===== src/hdl/isq_pkg.sv =====
// ****************************************
// Sequencer constants
// ****************************************
package isq_pkg;

   localparam int PC_W = 11;
   localparam int INST_W = 16;
   localparam int DATA_W = 8;
   localparam int NUM_IRQ = 10;
   localparam int IRQ_ID_W = 4;
   localparam logic [10:0] RESET_VEC = 11'h000;
   localparam logic [10:0] VEC_BASE = 11'h004;
   localparam int VEC_SHIFT = 2;
   localparam logic [10:0] PC_MAX = 11'h7ff;
   localparam logic [10:0] PC_STEP = 11'h001;
   localparam int STACK_DEPTH = 8;
   localparam int STACK_AW = 3;
   localparam logic [3:0] STACK_LEVEL_FULL = 4'h8;
   localparam logic [3:0] STACK_LEVEL_EMPTY = 4'h0;
   localparam int OP_MSB = 15;
   localparam int OP_LSB = 11;
   localparam int DEST_BIT = 8;
   localparam int EMI_BIT = 0;
   localparam int ST_C = 0;
   localparam int ST_AC = 1;
   localparam int ST_Z = 2;
   localparam int ST_OV = 3;
   localparam logic [3:0] STATUS_RST = 4'h0;
   localparam logic [7:0] ACC_RST = 8'h00;
   localparam logic [15:0] INST_RST = 16'h0000;
   localparam logic [7:0] DAA_LOW = 8'h06;
   localparam logic [7:0] DAA_HIGH = 8'h60;
   localparam logic [3:0] BCD_MAX = 4'h9;

   typedef enum logic [1:0] {PH_ONE, PH_TWO, PH_THREE, PH_FOUR} isq_phase_e;

   typedef enum logic [4:0] {
      OP_NOP, OP_MOVI, OP_ADD, OP_ADC, OP_SUB, OP_SBC, OP_DAA, OP_AND, OP_OR, OP_XOR,
      OP_CPL, OP_RR, OP_RRC, OP_RL, OP_RLC, OP_INC, OP_DEC, OP_UNCONDITIONAL_JUMP,
      OP_CALL, OP_SUBROUTINE_RETURN, OP_INTERRUPT_RETURN, OP_SZ, OP_SNZ,
      OP_WRITE_PC_LOW, OP_READ_PC_LOW, OP_EMI
   } isq_op_e;

endpackage : isq_pkg


===== src/hdl/isq_sequencer.sv =====
// Summary of operation
// - System clock is split into four phases; four phases make one instruction cycle.
// - Phase one advances the program counter and starts the next fetch.
// - Phases two to four decode and execute, overlapped with the next fetch.
// - Non-sequential counter changes cost one extra cycle; the prefetch is flushed.
// - Branches take two cycles: obtain target, then perform the branch.
// - Sequential execution adds exactly one to the counter per instruction.
// - Counter is 11 bits; only the low byte is software accessible.
// - Writing the low byte jumps within the current 256-word page.
// - Writing the low byte inserts one dummy cycle for the prefetch.
// - A taken skip discards the fetched instruction and runs a dummy cycle.
// - Jump, call, interrupt and reset load the target into the counter.
// - Stack holds only counter values and is invisible to software.
// - Call and interrupt push the fetch address (prog_addr); returns load it into the counter.
// - After reset the stack pointer shows the empty top position.
// - Full stack holds an interrupt pending until a return frees a level.
// - Call on a full stack still runs, losing the oldest entry.
// - ALU is 8 bits wide and updates the status flags.
// - ALU offers add, subtract, adjust, logic, rotates, increment, decrement.
// - Program memory holds 16-bit words up to address 7FF.
// - After reset execution starts at address 000.
// - Interrupt vectors are four words apart from 004 to 028.
module isq_sequencer
(
   input wire logic core_clk,
   input wire logic nrst,
   output logic [10:0] prog_addr,
   input wire logic [15:0] prog_data,
   input wire logic [9:0] irq_req,
   input wire logic [9:0] irq_enable,
   output logic phase_one,
   output logic phase_two,
   output logic phase_three,
   output logic phase_four,
   output logic [7:0] accumulator,
   output logic [3:0] status,
   output logic [7:0] pc_low_byte,
   output logic global_int_en,
   output logic int_ack,
   output logic [3:0] int_id,
   output logic mem_wr_en,
   output logic [7:0] mem_wr_data
);

   // ****************************************
   // Functions
   // ****************************************
   function automatic logic [10:0] vector_of(input logic [3:0] id);
      vector_of = isq_pkg::VEC_BASE + {5'h00, id, 2'b00};
   endfunction : vector_of

   function automatic logic [3:0] first_pending(input logic [9:0] p);
      first_pending = 4'h0;
      for (int i = isq_pkg::NUM_IRQ - 1; i >= 0; i--)
      begin
         if (p[i])
         begin
            first_pending = 4'(i);
         end
      end
   endfunction : first_pending

   // ****************************************
   // Phase generator
   // ****************************************
   isq_pkg::isq_phase_e phase;

   always_ff @(posedge core_clk or negedge nrst)
   begin
      if (!nrst)
      begin
         phase <= isq_pkg::PH_ONE;
      end
      else
      begin
         case (phase)
            isq_pkg::PH_ONE: phase <= isq_pkg::PH_TWO;
            isq_pkg::PH_TWO: phase <= isq_pkg::PH_THREE;
            isq_pkg::PH_THREE: phase <= isq_pkg::PH_FOUR;
            isq_pkg::PH_FOUR: phase <= isq_pkg::PH_ONE;
            default: phase <= isq_pkg::PH_ONE;
         endcase
      end
   end

   assign phase_one = (phase == isq_pkg::PH_ONE);
   assign phase_two = (phase == isq_pkg::PH_TWO);
   assign phase_three = (phase == isq_pkg::PH_THREE);
   assign phase_four = (phase == isq_pkg::PH_FOUR);

   // ****************************************
   // Decode
   // ****************************************
   logic [10:0] pc;
   logic [15:0] fetch_word;
   logic fetch_valid;
   logic [15:0] ir;
   logic exec_valid;
   logic [9:0] pending;
   logic stack_full;
   logic stack_empty;
   logic [10:0] stack_top;
   isq_pkg::isq_op_e op;
   logic exec;
   logic is_jump;
   logic is_call;
   logic is_return;
   logic is_interrupt_return;
   logic is_pcl_wr;
   logic skip_taken;
   logic instr_redirect;
   logic int_take;
   logic redirect;
   logic [3:0] next_int_id;
   logic [10:0] next_pc;

   assign op = isq_pkg::isq_op_e'(ir[isq_pkg::OP_MSB:isq_pkg::OP_LSB]);
   assign exec = exec_valid && phase_four;
   assign is_jump = exec && (op == isq_pkg::OP_UNCONDITIONAL_JUMP);
   assign is_call = exec && (op == isq_pkg::OP_CALL);
   assign is_interrupt_return = exec && (op == isq_pkg::OP_INTERRUPT_RETURN);
   assign is_return = exec && ((op == isq_pkg::OP_SUBROUTINE_RETURN) || is_interrupt_return);
   assign is_pcl_wr = exec && (op == isq_pkg::OP_WRITE_PC_LOW);
   assign skip_taken = exec && (((op == isq_pkg::OP_SZ) && (accumulator == 8'h00)) ||
                                ((op == isq_pkg::OP_SNZ) && (accumulator != 8'h00)));
   assign instr_redirect = is_jump || is_call || is_return || is_pcl_wr || skip_taken;
   // Interrupt waits while stack is full or an instruction already redirects
   assign int_take = phase_four && global_int_en && (|pending) && !stack_full
                     && !instr_redirect;
   assign redirect = instr_redirect || int_take;
   assign next_int_id = first_pending(pending);

   always_comb
   begin
      next_pc = pc;
      if (int_take)
      begin
         next_pc = vector_of(next_int_id);
      end
      else if (is_jump || is_call)
      begin
         next_pc = ir[10:0];
      end
      else if (is_return)
      begin
         next_pc = stack_top;
      end
      else if (is_pcl_wr)
      begin
         next_pc = {pc[10:8], accumulator};
      end
   end

   // ****************************************
   // Program counter and fetch
   // ****************************************
   always_ff @(posedge core_clk or negedge nrst)
   begin
      if (!nrst)
      begin
         pc <= isq_pkg::RESET_VEC;
         prog_addr <= isq_pkg::RESET_VEC;
      end
      else if (phase_one)
      begin
         prog_addr <= pc;
         pc <= pc + isq_pkg::PC_STEP;
      end
      else if (redirect)
      begin
         pc <= next_pc;
      end
   end

   always_ff @(posedge core_clk or negedge nrst)
   begin
      if (!nrst)
      begin
         fetch_word <= isq_pkg::INST_RST;
         fetch_valid <= 1'b0;
         ir <= isq_pkg::INST_RST;
         exec_valid <= 1'b0;
      end
      else if (phase_four)
      begin
         fetch_word <= prog_data;
         fetch_valid <= !redirect;
      end
      else if (phase_one)
      begin
         ir <= fetch_word;
         exec_valid <= fetch_valid;
      end
   end

   // ****************************************
   // Return stack
   // ****************************************
   // Pushes the address of the flushed prefetch
   isq_stack u_stack
   (
      .core_clk(core_clk),
      .nrst(nrst),
      .push(is_call || int_take),
      .pop(is_return),
      .push_data(prog_addr),
      .top(stack_top),
      .full(stack_full),
      .empty(stack_empty)
   );

   // ****************************************
   // Interrupts
   // ****************************************
   always_ff @(posedge core_clk or negedge nrst)
   begin
      if (!nrst)
      begin
         pending <= '0;
         global_int_en <= 1'b0;
         int_ack <= 1'b0;
         int_id <= 4'h0;
      end
      else
      begin
         int_ack <= int_take;
         if (int_take)
         begin
            int_id <= next_int_id;
            global_int_en <= 1'b0;
         end
         else if (is_interrupt_return)
         begin
            global_int_en <= 1'b1;
         end
         else if (exec && (op == isq_pkg::OP_EMI))
         begin
            global_int_en <= ir[isq_pkg::EMI_BIT];
         end
         // New request wins over the acknowledge clear
         for (int i = 0; i < isq_pkg::NUM_IRQ; i++)
         begin
            if (irq_req[i] && irq_enable[i])
            begin
               pending[i] <= 1'b1;
            end
            else if (int_take && (next_int_id == 4'(i)))
            begin
               pending[i] <= 1'b0;
            end
         end
      end
   end

   // ****************************************
   // ALU
   // ****************************************
   logic [7:0] opnd;
   logic [8:0] sum;
   logic [4:0] nib;
   logic [7:0] next_result;
   logic [3:0] next_status;
   logic alu_op;
   logic write_acc;
   logic [7:0] add_b;
   logic add_cin;

   assign opnd = ir[7:0];

   always_comb
   begin
      sum = 9'h000;
      nib = 5'h00;
      next_result = accumulator;
      next_status = status;
      alu_op = 1'b1;
      add_b = opnd;
      add_cin = 1'b0;
      case (op)
         isq_pkg::OP_ADD, isq_pkg::OP_ADC, isq_pkg::OP_SUB, isq_pkg::OP_SBC:
         begin
            add_b = ((op == isq_pkg::OP_SUB) || (op == isq_pkg::OP_SBC)) ? ~opnd : opnd;
            add_cin = (op == isq_pkg::OP_ADD) ? 1'b0 :
                      (op == isq_pkg::OP_SUB) ? 1'b1 : status[isq_pkg::ST_C];
            sum = {1'b0, accumulator} + {1'b0, add_b} + {8'h00, add_cin};
            nib = {1'b0, accumulator[3:0]} + {1'b0, add_b[3:0]} + {4'h0, add_cin};
            next_result = sum[7:0];
            next_status[isq_pkg::ST_C] = sum[8];
            next_status[isq_pkg::ST_AC] = nib[4];
            next_status[isq_pkg::ST_OV] = (accumulator[7] == add_b[7]) && (sum[7] != add_b[7]);
         end
         isq_pkg::OP_DAA:
         begin
            sum = {1'b0, accumulator};
            if ((accumulator[3:0] > isq_pkg::BCD_MAX) || status[isq_pkg::ST_AC])
            begin
               sum = sum + {1'b0, isq_pkg::DAA_LOW};
            end
            if ((sum[7:4] > isq_pkg::BCD_MAX) || status[isq_pkg::ST_C] || sum[8])
            begin
               sum = sum + {1'b0, isq_pkg::DAA_HIGH};
            end
            next_result = sum[7:0];
            next_status[isq_pkg::ST_C] = sum[8] || status[isq_pkg::ST_C];
         end
         isq_pkg::OP_AND: next_result = accumulator & opnd;
         isq_pkg::OP_OR: next_result = accumulator | opnd;
         isq_pkg::OP_XOR: next_result = accumulator ^ opnd;
         isq_pkg::OP_CPL: next_result = ~accumulator;
         isq_pkg::OP_RR: next_result = {accumulator[0], accumulator[7:1]};
         isq_pkg::OP_RL: next_result = {accumulator[6:0], accumulator[7]};
         isq_pkg::OP_RRC:
         begin
            next_result = {status[isq_pkg::ST_C], accumulator[7:1]};
            next_status[isq_pkg::ST_C] = accumulator[0];
         end
         isq_pkg::OP_RLC:
         begin
            next_result = {accumulator[6:0], status[isq_pkg::ST_C]};
            next_status[isq_pkg::ST_C] = accumulator[7];
         end
         isq_pkg::OP_INC: next_result = accumulator + 8'h01;
         isq_pkg::OP_DEC: next_result = accumulator - 8'h01;
         isq_pkg::OP_MOVI: next_result = opnd;
         isq_pkg::OP_READ_PC_LOW: next_result = pc_low_byte;
         default: alu_op = 1'b0;
      endcase
      if (alu_op && (op != isq_pkg::OP_RR) && (op != isq_pkg::OP_RL)
          && (op != isq_pkg::OP_RRC) && (op != isq_pkg::OP_RLC))
      begin
         next_status[isq_pkg::ST_Z] = (next_result == 8'h00);
      end
   end

   assign write_acc = exec && alu_op && !ir[isq_pkg::DEST_BIT];
   // Low byte as seen by software: address of the executing instruction plus one
   assign pc_low_byte = prog_addr[7:0];

   always_ff @(posedge core_clk or negedge nrst)
   begin
      if (!nrst)
      begin
         accumulator <= isq_pkg::ACC_RST;
         status <= isq_pkg::STATUS_RST;
         mem_wr_en <= 1'b0;
         mem_wr_data <= isq_pkg::ACC_RST;
      end
      else
      begin
         mem_wr_en <= exec && alu_op && ir[isq_pkg::DEST_BIT];
         if (exec && alu_op)
         begin
            status <= next_status;
            mem_wr_data <= next_result;
         end
         if (write_acc)
         begin
            accumulator <= next_result;
         end
      end
   end
endmodule : isq_sequencer


===== src/hdl/isq_stack.sv =====
// ****************************************
// Return address stack
// ****************************************
module isq_stack
(
   input wire logic core_clk,
   input wire logic nrst,
   input wire logic push,
   input wire logic pop,
   input wire logic [10:0] push_data,
   output logic [10:0] top,
   output logic full,
   output logic empty
);

   logic [10:0] mem [isq_pkg::STACK_DEPTH];
   logic [isq_pkg::STACK_AW-1:0] wr_idx;
   logic [isq_pkg::STACK_AW:0] level;

   assign full = (level == isq_pkg::STACK_LEVEL_FULL);
   assign empty = (level == isq_pkg::STACK_LEVEL_EMPTY);

   // Oldest entry is overwritten on overflow
   always_ff @(posedge core_clk)
   begin
      if (push)
      begin
         mem[wr_idx] <= push_data;
      end
   end

   always_ff @(posedge core_clk or negedge nrst)
   begin
      if (!nrst)
      begin
         wr_idx <= '0;
         level <= isq_pkg::STACK_LEVEL_EMPTY;
         top <= isq_pkg::RESET_VEC;
      end
      else if (push)
      begin
         wr_idx <= wr_idx + 1'b1;
         level <= full ? level : level + 1'b1;
         top <= push_data;
      end
      else if (pop && !empty)
      begin
         wr_idx <= wr_idx - 1'b1;
         level <= level - 1'b1;
         top <= mem[wr_idx - 2'd2];
      end
   end

endmodule : isq_stack


===== config.mk =====
export PLATFORM = sky130hd
export DESIGN_NAME = isq_sequencer
export DESIGN_NICKNAME = d
export VERILOG_FILES = /design/src/hdl/isq_pkg.sv /design/src/hdl/isq_sequencer.sv /design/src/hdl/isq_stack.sv
export SDC_FILE = /design/constraint.sdc
export NUM_CORES = 1
export LEC_CHECK = 0
export ABC_AREA = 1
export ABC_CLOCK_PERIOD_IN_PS = 4250
export BUFFER_PORTS_ARGS = -buffer_cell sky130_fd_sc_hd__buf_2
export CELL_PAD_IN_SITES_DETAIL_PLACEMENT = 1
export CELL_PAD_IN_SITES_GLOBAL_PLACEMENT = 2
export CORE_MARGIN = 2
export CORE_UTILIZATION = 30
export DETAILED_ROUTE_END_ITERATION = 8
export PLACE_DENSITY = 0.64
export SETUP_SLACK_MARGIN = 0.5
export SYNTH_ARGS = -nofsm -noshare
export SYNTH_HDL_FRONTEND = slang
export SYNTH_SLANG_ARGS = --single-unit
export TNS_END_PERCENT = 100

===== constraint.sdc =====
create_clock -name core_clk -period 4.25 [get_ports core_clk]
set_input_delay 0.2125 -clock core_clk [delete_from_list [all_inputs] [get_ports core_clk]]
set_output_delay 0.2125 -clock core_clk [all_outputs]
set_load 0.005 [all_outputs]

* After elaboration in Yosys (flattened, before gate mapping) *
Memories as Yosys holds them, arrays and structs flattened.
Cells that the tools add are included.

operators by class
  order comparisons = 2
  multiplexer cells = 59
  bitwise gates (word level) = 6
  add/subtract/negate cells = 15
  eq/ne operators = 45
  reduce and logical (&&, ||, !) cells = 93

operators by type and width
  cell                     count
  $pmux W8 S14             1
  $mux W11                 7
  $mux W4                  13
  $eq A5 B5 Y1 const B     10
  $logic_and A1 B1 Y1      43
  $eq A5 B4 Y1 const B     8
  $mux W9                  4
  $mux W1                  28
  $reduce_bool A2 Y1       12
  $eq A5 B3 Y1 const B     4
  $ne A5 B4 Y1 const B     4
  $reduce_or A17 Y1        1
  $eq A4 B3 Y1 const B     4
  $logic_not A8 Y1         2
  $mux W8                  2
  $not A8 Y8               2
  $reduce_and A2 Y1        7
  $logic_or A1 B1 Y1       13
  $eq A4 B4 Y1 const B     3
  $add A11 B1 Y11 const B  1
  $eq A5 B2 Y1 const B     2
  $reduce_or A10 Y1        1
  $add A8 B3 Y9 const B    1
  $add A8 B8 Y9            1
  36 further kinds         46

storage, ports and cells
  flip-flop bits (word level) = 113
  memories = 1
  word-level logic and storage cells = 251
  input bits = 38
  RAM bits = 88

memory list
  name         words  bits a word  rd ports  clocked after memory_dff  wr ports  RTL line         source
  u_stack.mem  8      11           1         0                         1         isq_stack.sv:16  logic [10:0] mem [isq_pkg::STACK_DEPTH];

* Depth between registers and ports, before layout *
  depth in word-level cells = 14
  depth in mapped cells = 22
  gate-level depth less buffers = 22

* By module *
Synthesis repeated with hierarchy kept, for this count alone.

second synthesis, totals
  cells, all modules = 1388
  area total of the unflattened synthesis = 11288.3 µm²

modules (own cells, without submodules)
  module         area each (µm²)  times used  cells an instance  seq. area each (µm²)
  isq_sequencer  6759.0           1           976                2377.3
  isq_stack      4529.3           1           412                3093.0

* Worst setup path after synthesis *
Ideal clock, no wire load.

  path kind = register to register
  from = reg phase[0]
  to = mem u_stack.mem[0][0] (enable)
  setup time = 0.393 ns
  setup slack = 1.266 ns
  cell stages (with the launch flop) = 14
  clock period less this slack = 2.984 ns
  data arrival time = 2.591 ns
  path buffers = 1
  data required time = 3.857 ns
  path through = dfrtp_1 ha_1 nand2_1 nor2_4 nand2_2 clkinv_1 nand3_2 nand2_4 inv_2 nand3_4 nand2_4 buf_6 inv_2 nor3_1

between the ends
  cells in the longest elaborated chain, start to end = 13
  elaborated cells between the ends (all ways) = 21

RTL lines
  what                               RTL line              source
  start: declaration                 isq_sequencer.sv:66   isq_pkg::isq_phase_e phase;
  start signal: assignment           isq_sequencer.sv:72   phase <= isq_pkg::PH_ONE;
  start signal: assignment           isq_sequencer.sv:77   isq_pkg::PH_ONE: phase <= isq_pkg::PH_TWO;
  start signal: assignment           isq_sequencer.sv:78   isq_pkg::PH_TWO: phase <= isq_pkg::PH_THREE;
  $eq A2 B2 Y1 (*)                   isq_sequencer.sv:89   assign phase_four = (phase == isq_pkg::PH_FOUR);
  named net phase_four               isq_sequencer.sv:34   output logic phase_four,
  $logic_and A1 B1 Y1                isq_sequencer.sv:118  assign exec = exec_valid && phase_four;
  $logic_and A1 B1 Y1                isq_sequencer.sv:121  assign is_interrupt_return = exec && (op == isq_pkg::OP_INTERRUPT_RETURN);
  $logic_or A1 B1 Y1                 isq_sequencer.sv:122  assign is_return = exec && ((op == isq_pkg::OP_SUBROUTINE_RETURN) || is_interrupt_return);
  $logic_and A1 B1 Y1                isq_sequencer.sv:122
  $logic_or A1 B1 Y1 (3 in a row)    isq_sequencer.sv:126  assign instr_redirect = is_jump || is_call || is_return || is_pcl_wr || skip_taken;
  $logic_not A1 Y1                   isq_sequencer.sv:129  && !instr_redirect;
  $logic_and A1 B1 Y1                isq_sequencer.sv:129
  $logic_or A1 B1 Y1 (*)             isq_sequencer.sv:204  .push(is_call || int_take),
  $mux W1 (*)                        isq_stack.sv:26       if (push)
  $mux W1 (not written as such) (*)  isq_stack.sv:28       mem[wr_idx] <= push_data;
  end: declaration                   isq_stack.sv:16

The timed path passes the listed nets; every way through them passes the cells marked *.

* Worst setup path after layout *
  from = reg ir[15]
  to = reg u_stack.level[3] (netlist name)

between the ends
  cells in the longest elaborated chain, start to end = 12
  elaborated cells between the ends (all ways) = 29

RTL lines
  what                                                          RTL line              source
  start: declaration                                            isq_sequencer.sv:97   logic [15:0] ir;
  start signal: assignment                                      isq_sequencer.sv:181  ir <= isq_pkg::INST_RST;
  start signal: assignment                                      isq_sequencer.sv:191  ir <= fetch_word;
  $eq A5 B5 Y1                                                  isq_sequencer.sv:121
  $logic_and A1 B1 Y1                                           isq_sequencer.sv:121
  $logic_or A1 B1 Y1                                            isq_sequencer.sv:122
  $logic_and A1 B1 Y1                                           isq_sequencer.sv:122
  $logic_or A1 B1 Y1 (3 in a row)                               isq_sequencer.sv:126
  $logic_not A1 Y1                                              isq_sequencer.sv:129
  $logic_and A1 B1 Y1                                           isq_sequencer.sv:129
  $logic_or A1 B1 Y1                                            isq_sequencer.sv:204
  $ne A2 B2 Y1 (no line) or $reduce_bool A2 Y1 (tied branches)  n/a
  $reduce_and A2 Y1 (no line)                                   n/a
  end signal: assignment                                        isq_stack.sv:37       level <= isq_pkg::STACK_LEVEL_EMPTY;
  end signal: assignment                                        isq_stack.sv:43       level <= full ? level : level + 1'b1;
  end signal: assignment                                        isq_stack.sv:49       level <= level - 1'b1;
  end: declaration                                              isq_stack.sv:18       logic [isq_pkg::STACK_AW:0] level;

Parallel ways exist; a longest one is shown, timed or not.
A chain may end at the register's enable or synchronous reset.

==> results.cfg <==
[synthesis]
ys_async_sr_fraction_pct = 56.2
synth.top_cells.by_count = 302 x nand2_1, 132 x nor2_1, 132 x o21ai_0, 113 x dfrtp_1, 106 x inv_1
synth-compound-area-share_pct = 11.6
yosys_warnings = 0
synthAdderAreaFrac_pct = 6.08
synth_top_area_share_pct = 25.5
synth_cell_types = 46
netlist_area_um2 = 11100
synthCells = 1282
ys_seq_area_share_pct = 49.3
ys_ff_latch = 201
syn_nets = 1371
synth_most_common_cell = nand2_1
synth.area.top_cells = dfrtp_1 25%, edfxtp_1 24%, nand2_1 10%
synth_top_family_by_area = simple AND/OR/NAND/NOR gates
synth_ff_type = dfrtp_1
synth_edf_count = 88
synthXorXnorAreaFrac_pct = 1.50
avgSynthCellArea_um2 = 8.66
yosys.area.top_type = dfrtp_1
yosys.area_share.simple_pct = 23.8
synth.mux.area_fraction_pct = 1.42

[layout]
instances_no_fill = 1900
nFillCells = 4311
ff_latch_area_um2 = 5470
nNetsFinal = 1504
antenna_cells = 0
stdcell_area_um2 = 13300
final_layout_size_suffix_gt1_share_pct = 15.1
multi_input_area_um2 = 4940
areaGrowthSynthToFinish_pct = 19.5

[detailed_routing]
viasPerCell = 5.04
routed-via-count = 9576
ant_nets = 0
drt-initial-drc-count = 526
drt_first_pass_iters = 5
drcViolationCount = 0
wire_per_inst_um = 20.2
wl_um = 38500

[global_route]
grt.total_usage_pct = 20.3
antenna_found_initial = 0
grt_overflow = 0
grt_first_pass_wirelength_um = 60700
grt_max_degree = 51
grt_pass1_vias = 9979

[sta]
skew_ns = 0.0226
tightestPinTransition_ns = 0.911
period_share_pct = 80.5
period_needed_ns = 3.42
maxSlewViolCount = 0
setup_violations = 0
fin_tns_setup_ns = 0
whs_ns = 0.197
rsz0062_at_grt = no
maxSlewHeadroom_pct = 39.2
hold_violations = 0
timing.fmax_ghz = 0.292

[power_and_ir_drop]
p_int_mw = 4.50
clockPowerShare_pct = 26.7
p_sw_mw = 3.04
p_comb_share_pct = 36.4
total_leakage_power_nw = 5.82
seqPwrFrac_pct = 36.9
p_per_area_nw_per_um2 = 568
p_sw_share_pct = 40.3
ir_drop_uv = 275
totalPowerFinal_mw = 7.54

[critical_path]
critPathKind = reg -> reg
crit_path_start_kind = register
reg2reg_from = ir[15]$_DFFE_PN0P_
cp.arrival_ns = 3.83
cp-end-kind = register
cpPeakStageDelay_ns = 0.60
cp_slowest_cell = dfrtp_1
crit_top_cell = inv_2
path_cells = inv_2, nor2_4, nand2_2, o21ai_4, inv_2, nand2_4, inv_2, nand3_4, nand2_4, inv_2, ha_1, a21oi_1, inv_1, a21oi_1, or2_1, nand2_1, xor2_1
crit_required_ns = 4.66
path_max_fanout = 17
cp-startpoint = ir[15]$_DFFE_PN0P_

[clock_network]
path_clk_slew_ns = 0.06
tritoncts = yes
cts_num_sinks = 201
cts-buffers-inserted = 24
postCtsSetupBuffers = 0
clock_path_buffers = 3
clkLatencyLatePin_ns = 0.54
cts-root-buf = clkbuf_16
h-tree-depth = 1

[worst_hold_path]
hold_class = in -> async

[die]
coreArea_um2 = 36500
start_util_pct = 30.4
dieWidth_um = 196
ioPinCount = 88
die_h_um = 196
row_count = 70
dieArea_um2 = 38600

[placement]
dp.cells = 1820
dp.final_hpwl_um = 27900
gp_congestion = 0.848
io_buffers = 87
placed_area_um2 = 12100

[status]
outcome = completed

[run]
maxCapViolCount = 0
critical path: cells and delay by family (launching register included):
| family | cells | cell delay, ns |
|---|---|---|
| AOI/OAI and AO/OA | 3 | 0.56 |
| xor gates and xnor gates | 1 | 0.14 |
| adders and majority gates | 1 | 0.28 |
| buffers and inverters | 5 | 0.71 |
| DFF | 1 | 0.60 |
| and+or+nand+nor | 7 | 1.00 |
worst paths after layout:
kind / to / slack (ns) / depth (start not counted)
min reg2reg: mem_wr_data[0]$_DFFE_PN0P_ / 0.48 / 2
max in group asynchronous: u_stack.level[3]$_DFFE_PN0P_ / 3.06 / 3
min in group core_clk: fetch_word[9]$_DFFE_PN0P_ / 0.44 / 4
max: u_stack.level[3]$_DFFE_PN0P_ / 0.83 / 17
min: fetch_word[2]$_DFFE_PN0P_ / 0.20 / 2
max reg2reg: u_stack.level[3]$_DFFE_PN0P_ / 0.83 / 17
power by group through the flow:
stage               Combinational, mW  Sequential [mW]  Clock [mW]
floorplan                        1.62             2.71           0
global placement                 2.72             2.82           0
detailed placement               2.74             2.83           0
CTS                              2.78             2.80        2.07
global route                     3.09             2.84        2.13
finish                           2.74             2.78        2.01
logic make-up after synthesis:
family                   count (synthesis)
XOR/XNOR                                19
buffers and inverters                  170
adder cells (fa/ha/maj)                 51
AND/OR/NAND/NOR                        606
multiplexers                            14
AO/OA/AOI/OAI                          221
flip-flops                             201
routing by layer:
| layer | part of all wire (%) | wire length, um | up-vias | GRT usage (%) |
|---|---|---|---|---|
| li1 | - | - | 4590 | - |
| met1 | 50 | 19100 | 4749 | 29.9 |
| met5 | 0 | 0 | - | 0 |
| met2 | 44 | 17000 | 188 | 32.1 |
| met4 | 2.2 | 847 | 0 | 4.49 |
| met3 | 3.9 | 1500 | 49 | 2.45 |
through the flow:
| stage | util (%) | worst slack [ns] |
|---|---|---|
| 4_1_cts | 36.3 | 0.722 |
| 3_5_place_dp | 33.2 | 0.729 |
| 2_1_floorplan | - | 1.27 |
| 6_report | 36.3 | 0.829 |
| 5_1_grt | 36.3 | 0.525 |
| 3_3_place_gp | 33.2 | 0.761 |
cells in the final DEF, fill, tap and decap left out, drive strengths merged:
cell and instances:
a21boi 1, a21oi 23, a22oi 1, a31o 1
a31oi 1, buf 119, bufinv 1, clkbuf 31
clkinv 10, clkinvlp 3, dfrtp 113, dlygate4sd3 37
edfxtp 88, fa 5, ha 46, inv 119
mux2 14, nand2 309, nand3 102, nand3b 7
nand4 19, nor2 141, nor3 20, nor4 1
o2111ai 5, o211ai 12, o21a 1, o21ai 150
o21bai 1, o221ai 22, o22ai 3, or2 7
xor2 19
flip-flops by register name, summed over array words and instances, names as in the netlist, 4 cells and up:
| register | count |
|---|---|
| ir | 16 |
| u_stack.level | 4 |
| fetch_word | 16 |
| status | 4 |
| prog_addr | 11 |
| pc | 11 |
| u_stack.top | 11 |
| pending | 10 |
| mem_wr_data | 8 |
| accumulator | 8 |
| int_id | 4 |
| u_stack.mem | 88 |
layout make-up:
cell class	count	share of cell area (%)
flip-flops and latches	201	41.2
multi-input cells	911	37.3
repair buffers	156	7.90
clock buffers	31	5.02
well taps	468	4.41
inverters	121	3.42
clock inverters	12	0.782
repair_timing:
item | 4_1_cts | 5_1_grt
gates resized for setup | 0 | 2
endpoints found under the hold margin | 62 | 0
endpoints found under the setup margin | 0 | 2
hold buffers | 37 | 0
No activity file was read; power rests on OpenSTA's default activity.
